`config.mk`:
```
export PLATFORM = sky130hd
export DESIGN_NAME = afe_add_exec
export DESIGN_NICKNAME = d
export VERILOG_FILES = /design/src/rtl/afe_pkg.sv /design/src/rtl/afe_add_exec.sv /design/src/rtl/afe_cond_bcd.sv
export SDC_FILE = /design/constraint.sdc
export NUM_CORES = 1
export LEC_CHECK = 0
export ABC_AREA = 1
export ABC_CLOCK_PERIOD_IN_PS = 4600
export BUFFER_PORTS_ARGS = -buffer_cell sky130_fd_sc_hd__buf_2
export CAP_MARGIN = 15
export CORE_UTILIZATION = 57
export CTS_BUF_LIST = sky130_fd_sc_hd__clkbuf_2
export DETAILED_ROUTE_END_ITERATION = 6
export PLACE_DENSITY = 0.79
export SKIP_CTS_REPAIR_TIMING = 1
export SLEW_MARGIN = 0
export SYNTH_ARGS = -nofsm -noshare
export SYNTH_HDL_FRONTEND = slang
export SYNTH_HIERARCHICAL = 1
export SYNTH_SLANG_ARGS = --single-unit
```
`constraint.sdc`:
```
create_clock -name aclk -period 4.6 [get_ports aclk]
set_input_delay 0.92 -clock aclk [delete_from_list [all_inputs] [get_ports aclk]]
set_output_delay 0.92 -clock aclk [all_outputs]
set_load 0.01 [all_outputs]
```
`src/rtl/afe_pkg.sv`:
```
// constants for the add family execute block and its register map
package afe_pkg;
   // register byte offsets
   localparam logic [7:0] REG_CTRL = 8'h00;
   localparam logic [7:0] REG_OPWORD = 8'h04;
   localparam logic [7:0] REG_EXT = 8'h08;
   localparam logic [7:0] REG_SRC = 8'h0c;
   localparam logic [7:0] REG_DST = 8'h10;
   localparam logic [7:0] REG_CCR = 8'h14;
   localparam logic [7:0] REG_COND = 8'h18;
   localparam logic [7:0] REG_RESULT = 8'h1c;
   localparam logic [7:0] REG_STATUS = 8'h20;
   // control and status field positions
   localparam int CTRL_START = 0;
   localparam int ST_DONE = 0;
   localparam int ST_ILLEGAL = 1;
   localparam int ST_COND_TRUE = 2;
   localparam int ST_COND_NOBR = 3;
   localparam int ST_DEST_EA = 4;
   localparam int ST_DEST_AN = 5;
   localparam int ST_SIZE_LO = 8;
   localparam int ST_KIND_LO = 12;
   // condition code bit positions
   localparam int CCR_X = 4;
   localparam int CCR_N = 3;
   localparam int CCR_Z = 2;
   localparam int CCR_V = 1;
   localparam int CCR_C = 0;
   // reset values
   localparam logic [4:0] CCR_RST = 5'h00;
   localparam logic [31:0] WORD_RST = 32'h0000_0000;
   localparam logic [3:0] COND_RST = 4'h0;
   // operand sizes
   localparam logic [1:0] SZ_B = 2'h0;
   localparam logic [1:0] SZ_W = 2'h1;
   localparam logic [1:0] SZ_L = 2'h2;
   localparam logic [1:0] SZ_BAD = 2'h3;
   // instruction kinds reported in status
   localparam logic [2:0] K_NONE = 3'h0;
   localparam logic [2:0] K_DEC = 3'h1;
   localparam logic [2:0] K_ADD = 3'h2;
   localparam logic [2:0] K_ADDR = 3'h3;
   localparam logic [2:0] K_IMM = 3'h4;
   localparam logic [2:0] K_QUICK = 3'h5;
   // opcode patterns
   localparam logic [3:0] OP_DEC_TOP = 4'hc;
   localparam logic [4:0] OP_DEC_MID = 5'h10;
   localparam logic [3:0] OP_ADD_TOP = 4'hd;
   localparam logic [7:0] OP_IMM_TOP = 8'h06;
   localparam logic [3:0] OP_QUICK_TOP = 4'h5;
   // effective address modes
   localparam logic [2:0] EA_DN = 3'h0;
   localparam logic [2:0] EA_AN = 3'h1;
   localparam logic [2:0] EA_IND = 3'h2;
   localparam logic [2:0] EA_IDX = 3'h6;
   localparam logic [2:0] EA_EXT = 3'h7;
   localparam logic [2:0] EA_X_ABSL = 3'h1;
   localparam logic [2:0] EA_X_IMM = 3'h4;
   // axi responses
   localparam logic [1:0] RESP_OKAY = 2'h0;
   localparam logic [1:0] RESP_SLVERR = 2'h2;
   localparam int ADDR_W = 8;
   typedef enum logic [0:0] {AFE_IDLE, AFE_EXEC} afe_state_t;
endpackage : afe_pkg

```
`src/rtl/afe_add_exec.sv`:
```
// add family decode and execute unit behind an axi4-lite register file
//
// Notes on behaviour
// - four-bit condition field tested against flags
// - decimal add byte with extend
// - decimal flags: carry, extend, sticky zero
// - mode bit picks registers or predecrement memory
// - decimal add word layout decoded
// - add opmode gives size and direction
// - binary add sets n z v c x
// - source addressing modes decoded
// - add to ea needs memory alterable
// - address add full width, flags kept
// - address add word source sign-extended
// - immediate taken from extension words by size
// - add immediate needs data alterable
// - add quick adds one to eight
// - quick to address register, word/long
// - byte, word and long sizes
// - quick field zero means eight
//
// The AXI4-Lite slave port and the address map were decided locally.
`timescale 1ns/1ps
module afe_add_exec (
   input wire logic aclk, // core clock
   input wire logic aresetn, // sync reset, active low
   input wire logic awvalid, // write address valid
   output logic awready, // write address ready
   input wire logic [afe_pkg::ADDR_W-1:0] awaddr, // write address
   input wire logic [2:0] awprot, // unused protection
   input wire logic wvalid, // write data valid
   output logic wready, // write data ready
   input wire logic [31:0] wdata, // write data
   input wire logic [3:0] wstrb, // byte enables
   output logic bvalid, // write response valid
   input wire logic bready, // write response ready
   output logic [1:0] bresp, // write response
   input wire logic arvalid, // read address valid
   output logic arready, // read address ready
   input wire logic [afe_pkg::ADDR_W-1:0] araddr, // read address
   input wire logic [2:0] arprot, // unused protection
   output logic rvalid, // read data valid
   input wire logic rready, // read data ready
   output logic [31:0] rdata, // read data
   output logic [1:0] rresp // read response
);
   import afe_pkg::*;
   afe_state_t state_reg;
   logic awready_reg;
   logic wready_reg;
   logic bvalid_reg;
   logic [1:0] bresp_reg;
   logic arready_reg;
   logic rvalid_reg;
   logic [31:0] rdata_reg;
   logic [1:0] rresp_reg;
   logic [15:0] opword_reg;
   logic [31:0] ext_reg;
   logic [31:0] src_reg;
   logic [31:0] dst_reg;
   logic [4:0] ccr_reg;
   logic [3:0] cond_reg;
   logic [31:0] result_reg;
   logic [15:0] status_reg;

   function automatic logic [31:0] afe_merge(input logic [31:0] old_v,
         input logic [31:0] new_v, input logic [3:0] strb);
      logic [31:0] r;
      r = old_v;
      for (int i = 0; i < 4; i++) begin
         if (strb[i]) begin
            r[i*8 +: 8] = new_v[i*8 +: 8];
         end
      end
      return r;
   endfunction : afe_merge
   // waits for address and data together, which covers either order
   wire wr_take = awvalid && wvalid && !awready_reg && !bvalid_reg;
   wire wr_fire = awready_reg && wready_reg;
   wire rd_take = arvalid && !arready_reg && !rvalid_reg;
   wire wr_hit = awaddr == REG_CTRL || awaddr == REG_OPWORD ||
                 awaddr == REG_EXT || awaddr == REG_SRC ||
                 awaddr == REG_DST || awaddr == REG_CCR ||
                 awaddr == REG_COND;
   wire [31:0] wd_merged_ext = afe_merge(ext_reg, wdata, wstrb);
   wire [31:0] wd_merged_src = afe_merge(src_reg, wdata, wstrb);
   wire [31:0] wd_merged_dst = afe_merge(dst_reg, wdata, wstrb);
   wire [31:0] wd_merged_op = afe_merge({16'h0, opword_reg}, wdata, wstrb);
   wire wr_op = wr_fire && awaddr == REG_OPWORD;
   wire wr_ccr = wr_fire && awaddr == REG_CCR && wstrb[0];
   wire wr_cond = wr_fire && awaddr == REG_COND && wstrb[0];
   wire start = wr_fire && awaddr == REG_CTRL && wstrb[0] &&
                wdata[CTRL_START] && state_reg == AFE_IDLE;
   logic [31:0] rd_word;
   logic rd_hit;
   always_comb begin
      rd_hit = 1'b1;
      case (araddr)
         REG_CTRL: rd_word = {31'h0, state_reg == AFE_EXEC};
         REG_OPWORD: rd_word = {16'h0, opword_reg};
         REG_EXT: rd_word = ext_reg;
         REG_SRC: rd_word = src_reg;
         REG_DST: rd_word = dst_reg;
         REG_CCR: rd_word = {27'h0, ccr_reg};
         REG_COND: rd_word = {28'h0, cond_reg};
         REG_RESULT: rd_word = result_reg;
         REG_STATUS: rd_word = {16'h0, status_reg};
         default: begin
            rd_word = 32'h0;
            rd_hit = 1'b0;
         end
      endcase
   end
   wire [2:0] ea_mode = opword_reg[5:3];
   wire [2:0] ea_rg = opword_reg[2:0];
   wire [2:0] opmode = opword_reg[8:6];
   wire [1:0] sz_fld = opword_reg[7:6];
   wire is_dec = opword_reg[15:12] == OP_DEC_TOP &&
                 opword_reg[8:4] == OP_DEC_MID;
   // mode bit chooses predecrement memory form
   wire dec_mem = opword_reg[3];
   wire is_add_grp = opword_reg[15:12] == OP_ADD_TOP;
   wire is_addr = is_add_grp && opmode[1:0] == 2'h3;
   // low opmode bits size, bit 2 direction
   wire is_add = is_add_grp && opmode[1:0] != 2'h3;
   wire add_to_ea = opmode[2];
   wire is_imm = opword_reg[15:8] == OP_IMM_TOP;
   wire is_quick = opword_reg[15:12] == OP_QUICK_TOP && !opword_reg[8];
   wire ea_src_ok = ea_mode != EA_EXT || ea_rg <= EA_X_IMM;
   wire ea_is_an = ea_mode == EA_AN;
   wire ea_mem_alt = (ea_mode >= EA_IND && ea_mode <= EA_IDX) ||
                     (ea_mode == EA_EXT && ea_rg <= EA_X_ABSL);
   wire ea_data_alt = ea_mode == EA_DN || ea_mem_alt;
   // one size code for all forms
   logic [1:0] op_size;
   always_comb begin
      if (is_dec) begin
         op_size = SZ_B;
      end else if (is_addr) begin
         op_size = opmode[2] ? SZ_L : SZ_W;
      end else if (is_add) begin
         op_size = opmode[1:0];
      end else begin
         op_size = sz_fld;
      end
   end

   logic legal;
   always_comb begin
      legal = 1'b0;
      if (is_dec) begin
         legal = 1'b1;
      end else if (is_addr) begin
         legal = ea_src_ok;
      end else if (is_add && add_to_ea) begin
         legal = ea_mem_alt;
      end else if (is_add) begin
         legal = ea_src_ok && !(ea_is_an && op_size == SZ_B);
      end else if (is_imm) begin
         legal = ea_data_alt && op_size != SZ_BAD;
      end else if (is_quick) begin
         // address register only for word or long
         legal = op_size != SZ_BAD &&
                 (ea_data_alt || (ea_is_an && op_size != SZ_B));
      end
   end

   wire [2:0] kind = is_dec ? K_DEC : is_addr ? K_ADDR :
                     is_add ? K_ADD : is_imm ? K_IMM :
                     is_quick ? K_QUICK : K_NONE;
   // immediate out of extension words, first word high
   wire [31:0] imm_val = op_size == SZ_B ? {24'h0, ext_reg[23:16]} :
                         op_size == SZ_W ? {16'h0, ext_reg[31:16]} :
                         ext_reg;
   wire [3:0] quick_val = opword_reg[11:9] == 3'h0 ? 4'h8 :
                          {1'b0, opword_reg[11:9]};
   wire [31:0] opa = is_imm ? imm_val :
                     is_quick ? {28'h0, quick_val} : src_reg;
   wire [31:0] opa_addr = (is_addr && op_size == SZ_W) ?
                          {{16{src_reg[15]}}, src_reg[15:0]} : opa;
   wire addr_path = is_addr || (is_quick && ea_is_an);
   wire [8:0] s8 = {1'b0, opa[7:0]} + {1'b0, dst_reg[7:0]};
   wire [16:0] s16 = {1'b0, opa[15:0]} + {1'b0, dst_reg[15:0]};
   wire [32:0] s32 = {1'b0, opa} + {1'b0, dst_reg};
   wire [31:0] addr_sum = opa_addr + dst_reg;
   // byte and word results keep the upper destination bits
   wire [31:0] bin_res = op_size == SZ_B ? {dst_reg[31:8], s8[7:0]} :
                         op_size == SZ_W ? {dst_reg[31:16], s16[15:0]} :
                         s32[31:0];
   wire bin_c = op_size == SZ_B ? s8[8] :
                op_size == SZ_W ? s16[16] : s32[32];
   wire a_msb = op_size == SZ_B ? opa[7] :
                op_size == SZ_W ? opa[15] : opa[31];
   wire d_msb = op_size == SZ_B ? dst_reg[7] :
                op_size == SZ_W ? dst_reg[15] : dst_reg[31];
   wire r_msb = op_size == SZ_B ? bin_res[7] :
                op_size == SZ_W ? bin_res[15] : bin_res[31];
   wire r_zero = op_size == SZ_B ? bin_res[7:0] == 8'h0 :
                 op_size == SZ_W ? bin_res[15:0] == 16'h0 :
                 bin_res == 32'h0;
   wire bin_v = (a_msb == d_msb) && (r_msb != a_msb);

   wire cond_true;
   wire [7:0] bcd_sum;
   wire bcd_carry;
   afe_cond_bcd i_afe_cond_bcd (
      .cond(cond_reg),
      .ccr(ccr_reg),
      .bcd_a(src_reg[7:0]),
      .bcd_b(dst_reg[7:0]),
      .bcd_x(ccr_reg[CCR_X]),
      .cond_true(cond_true),
      .bcd_sum(bcd_sum),
      .bcd_carry(bcd_carry)
   );
   logic [31:0] res_next;
   logic [4:0] ccr_next;
   always_comb begin
      res_next = result_reg;
      ccr_next = ccr_reg;
      if (!legal) begin
         // nothing executes on an illegal encoding
         res_next = result_reg;
      end else if (is_dec) begin
         res_next = {dst_reg[31:8], bcd_sum};
         // carry and extend from decimal carry
         ccr_next[CCR_C] = bcd_carry;
         ccr_next[CCR_X] = bcd_carry;
         // zero only ever cleared; n and v left as they were
         if (bcd_sum != 8'h0) begin
            ccr_next[CCR_Z] = 1'b0;
         end
      end else if (addr_path) begin
         res_next = addr_sum;
      end else begin
         res_next = bin_res;
         ccr_next[CCR_N] = r_msb;
         ccr_next[CCR_Z] = r_zero;
         ccr_next[CCR_V] = bin_v;
         ccr_next[CCR_C] = bin_c;
         ccr_next[CCR_X] = bin_c;
      end
   end

   wire dest_ea = (is_add && add_to_ea) ||
                  ((is_imm || is_quick) && ea_mode != EA_DN && !ea_is_an) ||
                  (is_dec && dec_mem);
   wire [15:0] status_next = {1'b0, kind, 2'h0, op_size, 2'h0,
                              addr_path, dest_ea, cond_reg == 4'h1,
                              cond_true, !legal, 1'b1};
   always_ff @(posedge aclk) begin
      if (!aresetn) begin
         state_reg <= AFE_IDLE;
      end else if (start) begin
         state_reg <= AFE_EXEC;
      end else begin
         state_reg <= AFE_IDLE;
      end
   end

   always_ff @(posedge aclk) begin
      if (!aresetn) begin
         result_reg <= WORD_RST;
         status_reg <= 16'h0;
      end else if (state_reg == AFE_EXEC) begin
         result_reg <= res_next;
         status_reg <= status_next;
      end else if (start) begin
         // done drops while a new operation runs
         status_reg[ST_DONE] <= 1'b0;
      end
   end

   // flags follow an execution, else a software write
   always_ff @(posedge aclk) begin
      if (!aresetn) begin
         ccr_reg <= CCR_RST;
      end else if (state_reg == AFE_EXEC) begin
         ccr_reg <= ccr_next;
      end else if (wr_ccr) begin
         ccr_reg <= wdata[4:0];
      end
   end
   always_ff @(posedge aclk) begin
      if (!aresetn) begin
         opword_reg <= 16'h0;
         ext_reg <= WORD_RST;
         src_reg <= WORD_RST;
         dst_reg <= WORD_RST;
         cond_reg <= COND_RST;
      end else begin
         if (wr_op) begin
            opword_reg <= wd_merged_op[15:0];
         end
         if (wr_fire && awaddr == REG_EXT) begin
            ext_reg <= wd_merged_ext;
         end
         if (wr_fire && awaddr == REG_SRC) begin
            src_reg <= wd_merged_src;
         end
         if (wr_fire && awaddr == REG_DST) begin
            dst_reg <= wd_merged_dst;
         end
         if (wr_cond) begin
            cond_reg <= wdata[3:0];
         end
      end
   end
   always_ff @(posedge aclk) begin
      if (!aresetn) begin
         awready_reg <= 1'b0;
         wready_reg <= 1'b0;
         bvalid_reg <= 1'b0;
         bresp_reg <= RESP_OKAY;
      end else begin
         awready_reg <= wr_take;
         wready_reg <= wr_take;
         if (wr_fire) begin
            bvalid_reg <= 1'b1;
            bresp_reg <= wr_hit ? RESP_OKAY : RESP_SLVERR;
         end else if (bready) begin
            bvalid_reg <= 1'b0;
         end
      end
   end
   always_ff @(posedge aclk) begin
      if (!aresetn) begin
         arready_reg <= 1'b0;
         rvalid_reg <= 1'b0;
         rdata_reg <= WORD_RST;
         rresp_reg <= RESP_OKAY;
      end else begin
         arready_reg <= rd_take;
         if (arready_reg) begin
            rvalid_reg <= 1'b1;
            rdata_reg <= rd_word;
            rresp_reg <= rd_hit ? RESP_OKAY : RESP_SLVERR;
         end else if (rready) begin
            rvalid_reg <= 1'b0;
         end
      end
   end

   assign awready = awready_reg;
   assign wready = wready_reg;
   assign bvalid = bvalid_reg;
   assign bresp = bresp_reg;
   assign arready = arready_reg;
   assign rvalid = rvalid_reg;
   assign rdata = rdata_reg;
   assign rresp = rresp_reg;
endmodule : afe_add_exec

```
`src/rtl/afe_cond_bcd.sv`:
```
// condition test evaluator and packed decimal byte adder
`timescale 1ns/1ps
module afe_cond_bcd (
   input wire logic [3:0] cond, // condition field
   input wire logic [4:0] ccr, // flags x n z v c
   input wire logic [7:0] bcd_a, // decimal source byte
   input wire logic [7:0] bcd_b, // decimal destination byte
   input wire logic bcd_x, // extend carry in
   output logic cond_true, // condition holds
   output logic [7:0] bcd_sum, // decimal sum
   output logic bcd_carry // decimal carry out
);
   import afe_pkg::*;
   wire n = ccr[CCR_N];
   wire z = ccr[CCR_Z];
   wire v = ccr[CCR_V];
   wire c = ccr[CCR_C];
   wire [4:0] lo_raw;
   wire lo_adj;
   wire [4:0] lo_fix;
   wire [4:0] up_raw;
   wire up_adj;
   wire [4:0] up_fix;
   always_comb begin
      case (cond)
         4'h0: cond_true = 1'b1;
         4'h1: cond_true = 1'b0;
         4'h2: cond_true = !c && !z;
         4'h3: cond_true = c || z;
         4'h4: cond_true = !c;
         4'h5: cond_true = c;
         4'h6: cond_true = !z;
         4'h7: cond_true = z;
         4'h8: cond_true = !v;
         4'h9: cond_true = v;
         4'ha: cond_true = !n;
         4'hb: cond_true = n;
         4'hc: cond_true = n == v;
         4'hd: cond_true = n != v;
         4'he: cond_true = !z && (n == v);
         default: cond_true = z || (n != v);
      endcase
   end
   assign lo_raw = {1'b0, bcd_a[3:0]} + {1'b0, bcd_b[3:0]} + {4'h0, bcd_x};
   assign lo_adj = lo_raw > 5'h09;
   assign lo_fix = lo_adj ? lo_raw + 5'h06 : lo_raw;
   assign up_raw = {1'b0, bcd_a[7:4]} + {1'b0, bcd_b[7:4]} + {4'h0, lo_adj};
   assign up_adj = up_raw > 5'h09;
   assign up_fix = up_adj ? up_raw + 5'h06 : up_raw;
   assign bcd_sum = {up_fix[3:0], lo_fix[3:0]};
   assign bcd_carry = up_adj;
endmodule : afe_cond_bcd

```
# After elaboration in Yosys (flattened, before gate mapping)
# Cells that the tools add are included.
[word_totals]
input_bits = 65
out_inout_bits = 41
reg_bits = 205
word_cells = 253
[op_classes]
eq_ne = 49
order_cmp = 6
muxes = 58
n_bitwise = 1
n_reduce_logical = 100
addsub = 10
[ops]
columns = ["op", "n"]
rows = [
  ["32-bit 2-to-1 mux", 9],
  ["32-bit case mux with 9 select lines", 1],
  ["8-bit by 5-bit == test with 1-bit output, second input constant", 7],
  ["1-bit logical AND", 37],
  ["4-bit == test, second input constant", 9],
  ["32-bit by 32-bit adder with 33-bit output", 1],
  ["32-bit adder", 1],
  ["8-bit by 4-bit == test with 1-bit output, second input constant", 4],
  ["32-bit zero test", 1],
  ["1-bit 2-to-1 mux", 30],
  ["2-bit AND reduction", 15],
  ["8-bit by 3-bit == test with 1-bit output, second input constant", 3],
  ["8-bit zero test", 3],
  ["4-bit by 3-bit == test with 1-bit output, second input constant", 5],
  ["5-bit 2-to-1 mux", 4],
  ["16-bit by 16-bit adder with 17-bit output", 1],
  ["16-bit zero test", 1],
  ["1-bit logical OR", 16],
  ["3-bit 2-to-1 mux", 5],
  ["1-bit case mux with 15 select lines", 1],
  ["1-bit zero test", 12],
  ["4-bit 2-to-1 mux", 3],
  ["4-bit by 4-bit adder with 5-bit output", 2],
  ["5-bit by 1-bit adder with 5-bit output", 2],
  ["31 further kinds", 51],
]

# Logic depth before layout (Yosys ltp)
[depth]
ltp_word = 19
depth_mapped = 32
depth_no_buf = 31

# Hierarchy
# The synthesis kept the hierarchy.
[modules_own_cells]
columns = ["module", "cells_per_inst", "seq_area_each_um2", "area_each_um2", "instances"]
rows = [
  ["afe_add_exec", 2292, 4063.9, 14393.8, 1],
  ["afe_cond_bcd", 136, 0.0, 769.5, 1],
]

# Worst setup path before layout
# No wires, ideal clock.
[synth_path]
path_type = "register to register"
start = "register src_reg[0]"
end = "register ccr_reg[2]"
period_less_slack_ns = 4.356
setup_ns = 0.117
n_path_buf = 0
required_time_ns = 4.483
path_stages_with_launch = 28
slack_ns = 0.244
arrival_time_ns = 4.240
cell_sequence = "dfxtp_1 > fa_1 > fa_1 > xnor2_1 > ha_1 > a21oi_1 > a21oi_4 > nand2_4 > nand2_2 > inv_1 > fa_1 > inv_1 > fa_1 > inv_1 > ha_1 > inv_1 > nand2_1 > inv_1 > nand2_2 > nand2_2 > nand2_1 > nand2_1 > nor4_1 > nand3_1 > nand4_1 > nand2_1 > nand2_1 > a21oi_1"
[synth_between]
elab_cells_between_ends = 28
cone_classes = "8 x add/sub; 2 x order compare; 1 x eq/ne; 12 x mux; 5 x reduce/logical"
[synth_lines]
columns = ["item", "line", "text"]
rows = [
  ["from (decl)", "afe_add_exec.sv:59", "logic [31:0] src_reg;"],
  ["from (signal assigned)", "afe_add_exec.sv:299", "src_reg <= wd_merged_src;"],
  ["4-bit by 4-bit adder with 5-bit output", "afe_cond_bcd.sv:44", "assign lo_raw = {1'b0, bcd_a[3:0]} + {1'b0, bcd_b[3:0]} + {4'h0, bcd_x};"],
  ["5-bit by 1-bit adder with 5-bit output", "afe_cond_bcd.sv:44", ""],
  ["5-bit by 4-bit greater-than comparator with 1-bit output", "afe_cond_bcd.sv:45", "assign lo_adj = lo_raw > 5'h09;"],
  ["5-bit by 1-bit adder with 5-bit output", "afe_cond_bcd.sv:47", "assign up_raw = {1'b0, bcd_a[7:4]} + {1'b0, bcd_b[7:4]} + {4'h0, lo_adj};"],
  ["5-bit by 4-bit greater-than comparator with 1-bit output", "afe_cond_bcd.sv:48", "assign up_adj = up_raw > 5'h09;"],
  ["via bcd_carry", "afe_add_exec.sv:205", "wire bcd_carry;"],
  ["4-bit 2-to-1 mux", "afe_cond_bcd.sv:49", "assign up_fix = up_adj ? up_raw + 5'h06 : up_raw;"],
  ["via bcd_sum[7]", "afe_add_exec.sv:204", "wire [7:0] bcd_sum;"],
  ["8-bit nonzero test", "afe_add_exec.sv:230", "if (bcd_sum != 8'h0) begin"],
  ["3-bit by 2-bit != test with 1-bit output (no source line)", "--", ""],
  ["4-bit AND reduction (no source line)", "--", ""],
  ["to (signal assigned)", "afe_add_exec.sv:279", "ccr_reg <= ccr_next;"],
  ["to (signal assigned)", "afe_add_exec.sv:281", "ccr_reg <= wdata[4:0];"],
  ["to (decl)", "afe_add_exec.sv:61", "logic [4:0] ccr_reg;"],
]
# The timed path passes the listed nets, and every way through them passes these cells. The select of a mux whose other input is x is not followed.
# A chain may end at the register's enable or synchronous reset.

# Worst setup path in the final report
[layout_path]
start = "register opword_reg[10]"
end = "register ccr_reg[2]"
[layout_between]
elab_chain_len = 14
elab_cells_between_ends = 26
cone_classes = "3 x add/sub; 2 x eq/ne; 16 x mux; 5 x reduce/logical"
[layout_lines]
columns = ["item", "line", "text"]
rows = [
  ["from (decl)", "afe_add_exec.sv:57", "logic [15:0] opword_reg;"],
  ["from (signal assigned)", "afe_add_exec.sv:293", "opword_reg <= wd_merged_op[15:0];"],
  ["3-bit zero test", "afe_add_exec.sv:175", "wire [3:0] quick_val = opword_reg[11:9] == 3'h0 ? 4'h8 :"],
  ["4-bit 2-to-1 mux", "afe_add_exec.sv:175", ""],
  ["32-bit 2-to-1 mux", "afe_add_exec.sv:178", "is_quick ? {28'h0, quick_val} : src_reg;"],
  ["32-bit 2-to-1 mux", "afe_add_exec.sv:177", "wire [31:0] opa = is_imm ? imm_val :"],
  ["32-bit by 32-bit adder with 33-bit output or 16-bit by 16-bit adder with 17-bit output (tied branches)", "afe_add_exec.sv:184, afe_add_exec.sv:183", ""],
  ["32-bit 2-to-1 mux", "afe_add_exec.sv:188", "op_size == SZ_W ? {dst_reg[31:16], s16[15:0]} :"],
  ["32-bit 2-to-1 mux", "afe_add_exec.sv:187", "wire [31:0] bin_res = op_size == SZ_B ? {dst_reg[31:8], s8[7:0]} :"],
  ["32-bit zero test or 16-bit zero test (tied branches)", "afe_add_exec.sv:200, afe_add_exec.sv:199", ""],
  ["1-bit 2-to-1 mux", "afe_add_exec.sv:199", "op_size == SZ_W ? bin_res[15:0] == 16'h0 :"],
  ["1-bit 2-to-1 mux", "afe_add_exec.sv:198", "wire r_zero = op_size == SZ_B ? bin_res[7:0] == 8'h0 :"],
  ["5-bit 2-to-1 mux", "afe_add_exec.sv:233", "end else if (addr_path) begin"],
  ["1-bit 2-to-1 mux", "afe_add_exec.sv:224", "end else if (is_dec) begin"],
  ["5-bit 2-to-1 mux", "afe_add_exec.sv:221", "if (!legal) begin"],
  ["5-bit 2-to-1 mux", "afe_add_exec.sv:278", "end else if (state_reg == AFE_EXEC) begin"],
]
# Several ways; a longest one is shown, not always the timed one. The select of a mux whose other input is x is not followed.

==> metrics.txt <==
run status finished clean; gr busiest metal met2; Leak 0.00807 uW; Avg Cell Area, Syn 6.25 um2; maximum fanout along the worst path 7; crit share post-route 96.3%; sequential share of power 56.9%; root buffer selected by CTS clkbuf_2; Worst EP required 5.36 ns; Ys Warns 6; fraction of layout cells with a size suffix above 1 13.4%; CP max stage delay 0.49 ns; CTS Buffer Depth 3; fin nets 2730; I/O pin count 106; largest net degree at the start of global routing 82; Final Util 65.2%; initial core utilization 58.2%; hold_ws 0.284 ns; Tot GR Track Use 43.3%; Psw 838 uW; Sink Count 203; max-slew violation count 0; hpwl dp 47.0 mm; initial antenna violation count 4; FMAX 0.226 GHz; slowest cell on the critical path dfxtp_1; drt initial violations 2282; Int Pwr 2260 uW; Clock Power Share 38.7%; Final ANT Viol Nets 0; wire per inst 20.4 um; area delta synth->final 12.0%; FFs w/ async S/R, synth 0%; GRT overflow 0; grt met1 use 51.9%; row cnt 59; Port Buf Inserts 97; Vias/cell 6.08; first-pass GRT wire length 88.7 mm; synthesized area 15200 um2; clk_lat worst skew 0.83 ns; Rel. slew slack 33.1%; Netlist cell types 66; GRT met3 Usage 8.77%; HP Class input pin to flip-flop; switch share 27.1%; fillers 2488; DRC Markers 0; Post-synth EDFFs 0; measured slew at the worst slew-check pin 1.00 ns; Fin. Hold Viols 0; met2 usage 68.6%; startpoint types flip-flop; WS Path Type flip-flop to flip-flop; vias after detailed routing 17950; die area 27300 um2; combinational group share of total power 4.3%; Setup-failing EPs final 0; Reg area 4070 um2; type of destination of the critical path flip-flop; Gate Count Post-Synth 2428; multi-input logic area 9340 um2; Worst-path clk slew 0.10 ns; drt first pass iters 6; Top cell by count, worst path nand2_1; unrepaired setup endpoints after global routing yes; Die Y 165 um; max cap viols 0; TritonCTS Buffers 49; WL final 60.2 mm; GP Congestion 1.12; Yosys reg bits 203; H-tree depth 2; Setup Skew 0.0635 ns; post-synthesis sequential area ratio 26.8%; vias in the first global route 16182; Peak VDD IR 190 uV; Die W 165 um; crit path DAT 5.19 ns; CTS tree yes; minimum clock period 4.43 ns; Core ar. 26100 um2; PD cells 182 nW/um2; top_reg_cell synth dfxtp_1; post-route cell area 17000 um2; Area after DPL 16400 um2
layer usage:
metal,up-vias,share of wire [%]
li1,8431,-
met1,8093,37
met4,0,8.6
met3,310,10
met5,-,0
met2,1116,44
critical path, delay by kind of cell, from the launching register on:
family	cells	cell delay, ns
flip-flops	1	0.49
adder cells (fa/ha/maj)	1	0.35
AO/OA/AOI/OAI	4	0.53
buffers and inverters	6	0.63
AND/OR/NAND/NOR	18	2.38
final cells by class:
cell class                 instances  area share, %
clock buffer                      71           2.09
sequential                       203           23.9
clock inverter                     9          0.383
multi-input combinational       1745           55.0
inverter                         387           8.56
timing repair buffer             198           7.49
antenna                            3         0.0442
tap                              335           2.47
cell usage after synthesis, drive strengths merged, types with 9 or more instances:
cell type | number | area (um2)
xor2 | 19 | 166
buf | 19 | 131
nor3 | 39 | 206
nor4 | 9 | 77.6
clkbuf | 75 | 282
nand3 | 185 | 931
a21o | 10 | 75.1
a211oi | 16 | 170
o21ai | 278 | 1400
a21oi | 216 | 1100
nand4 | 19 | 119
o22ai | 49 | 307
a31oi | 11 | 75.1
a221oi | 17 | 155
nand2 | 532 | 2040
o221ai | 13 | 114
ha | 75 | 938
nor2 | 180 | 691
inv | 386 | 1450
o211ai | 12 | 95.1
nand3b | 10 | 78.8
dfxtp | 203 | 4060
per-stage QoR:
stage	power (uW)	worst slack (ns)	setup TNS (ns)	std cells
4_1_cts	3080	-0.188	-0.188	2944
6_report	3100	0.170	0	2951
2_1_floorplan	1870	0.244	0	2429
5_1_grt	3190	-0.0743	-0.118	2949
3_3_place_gp	1930	-0.0427	-0.0427	2864
3_5_place_dp	1930	-0.187	-0.187	2864
logic make-up after synthesis:
kind of cell	Yosys count	synth area share, %
simple gates	985	27.8
compound gates	649	24.5
buf+inv	481	12.3
flops	203	26.8
fa+ha+maj	81	6.98
xor+xnor	25	1.44
mux	3	0.198
other cells	1	0.0247
final timing paths:
check	start	end	slack (ns)	cells past startpoint
hold / removal	bready	bvalid$_SDFFE_PN0P_	0.28	2
hold reg to reg	bvalid$_SDFFE_PN0P_	wready$_SDFF_PN0_	0.43	1
setup reg to reg	opword_reg[10]$_SDFFE_PN0P_	ccr_reg[2]$_SDFFE_PN0P_	0.17	29
setup / recovery	opword_reg[10]$_SDFFE_PN0P_	ccr_reg[2]$_SDFFE_PN0P_	0.17	29
cell usage in the layout, fill, tap and decap left out, types with 19 or more instances in the layout:
| cell | netlist | routed |
|---|---|---|
| xor2_1 | 19 | 19 |
| a21oi_1 | 214 | 213 |
| o22ai_1 | 49 | 49 |
| clkbuf_2 | 0 | 71 |
| dfxtp_1 | 203 | 202 |
| nor2_1 | 176 | 175 |
| buf_2 | 6 | 96 |
| o21ai_0 | 271 | 267 |
| nand4_1 | 19 | 19 |
| nand3_1 | 184 | 183 |
| buf_4 | 8 | 100 |
| ha_1 | 75 | 72 |
| nor3_1 | 38 | 37 |
| nand2_1 | 522 | 518 |
| inv_1 | 376 | 371 |
power groups by stage:
stage / sequential (uW) / combinational [uW] / clock [uW]
floorplan: 1800 / 66.5 / 0
global placement: 1800 / 125 / 0
detailed placement: 1800 / 128 / 0
CTS: 1760 / 128 / 1190
global route: 1760 / 143 / 1280
finish: 1760 / 134 / 1200
(Power assumes the default switching activity.)
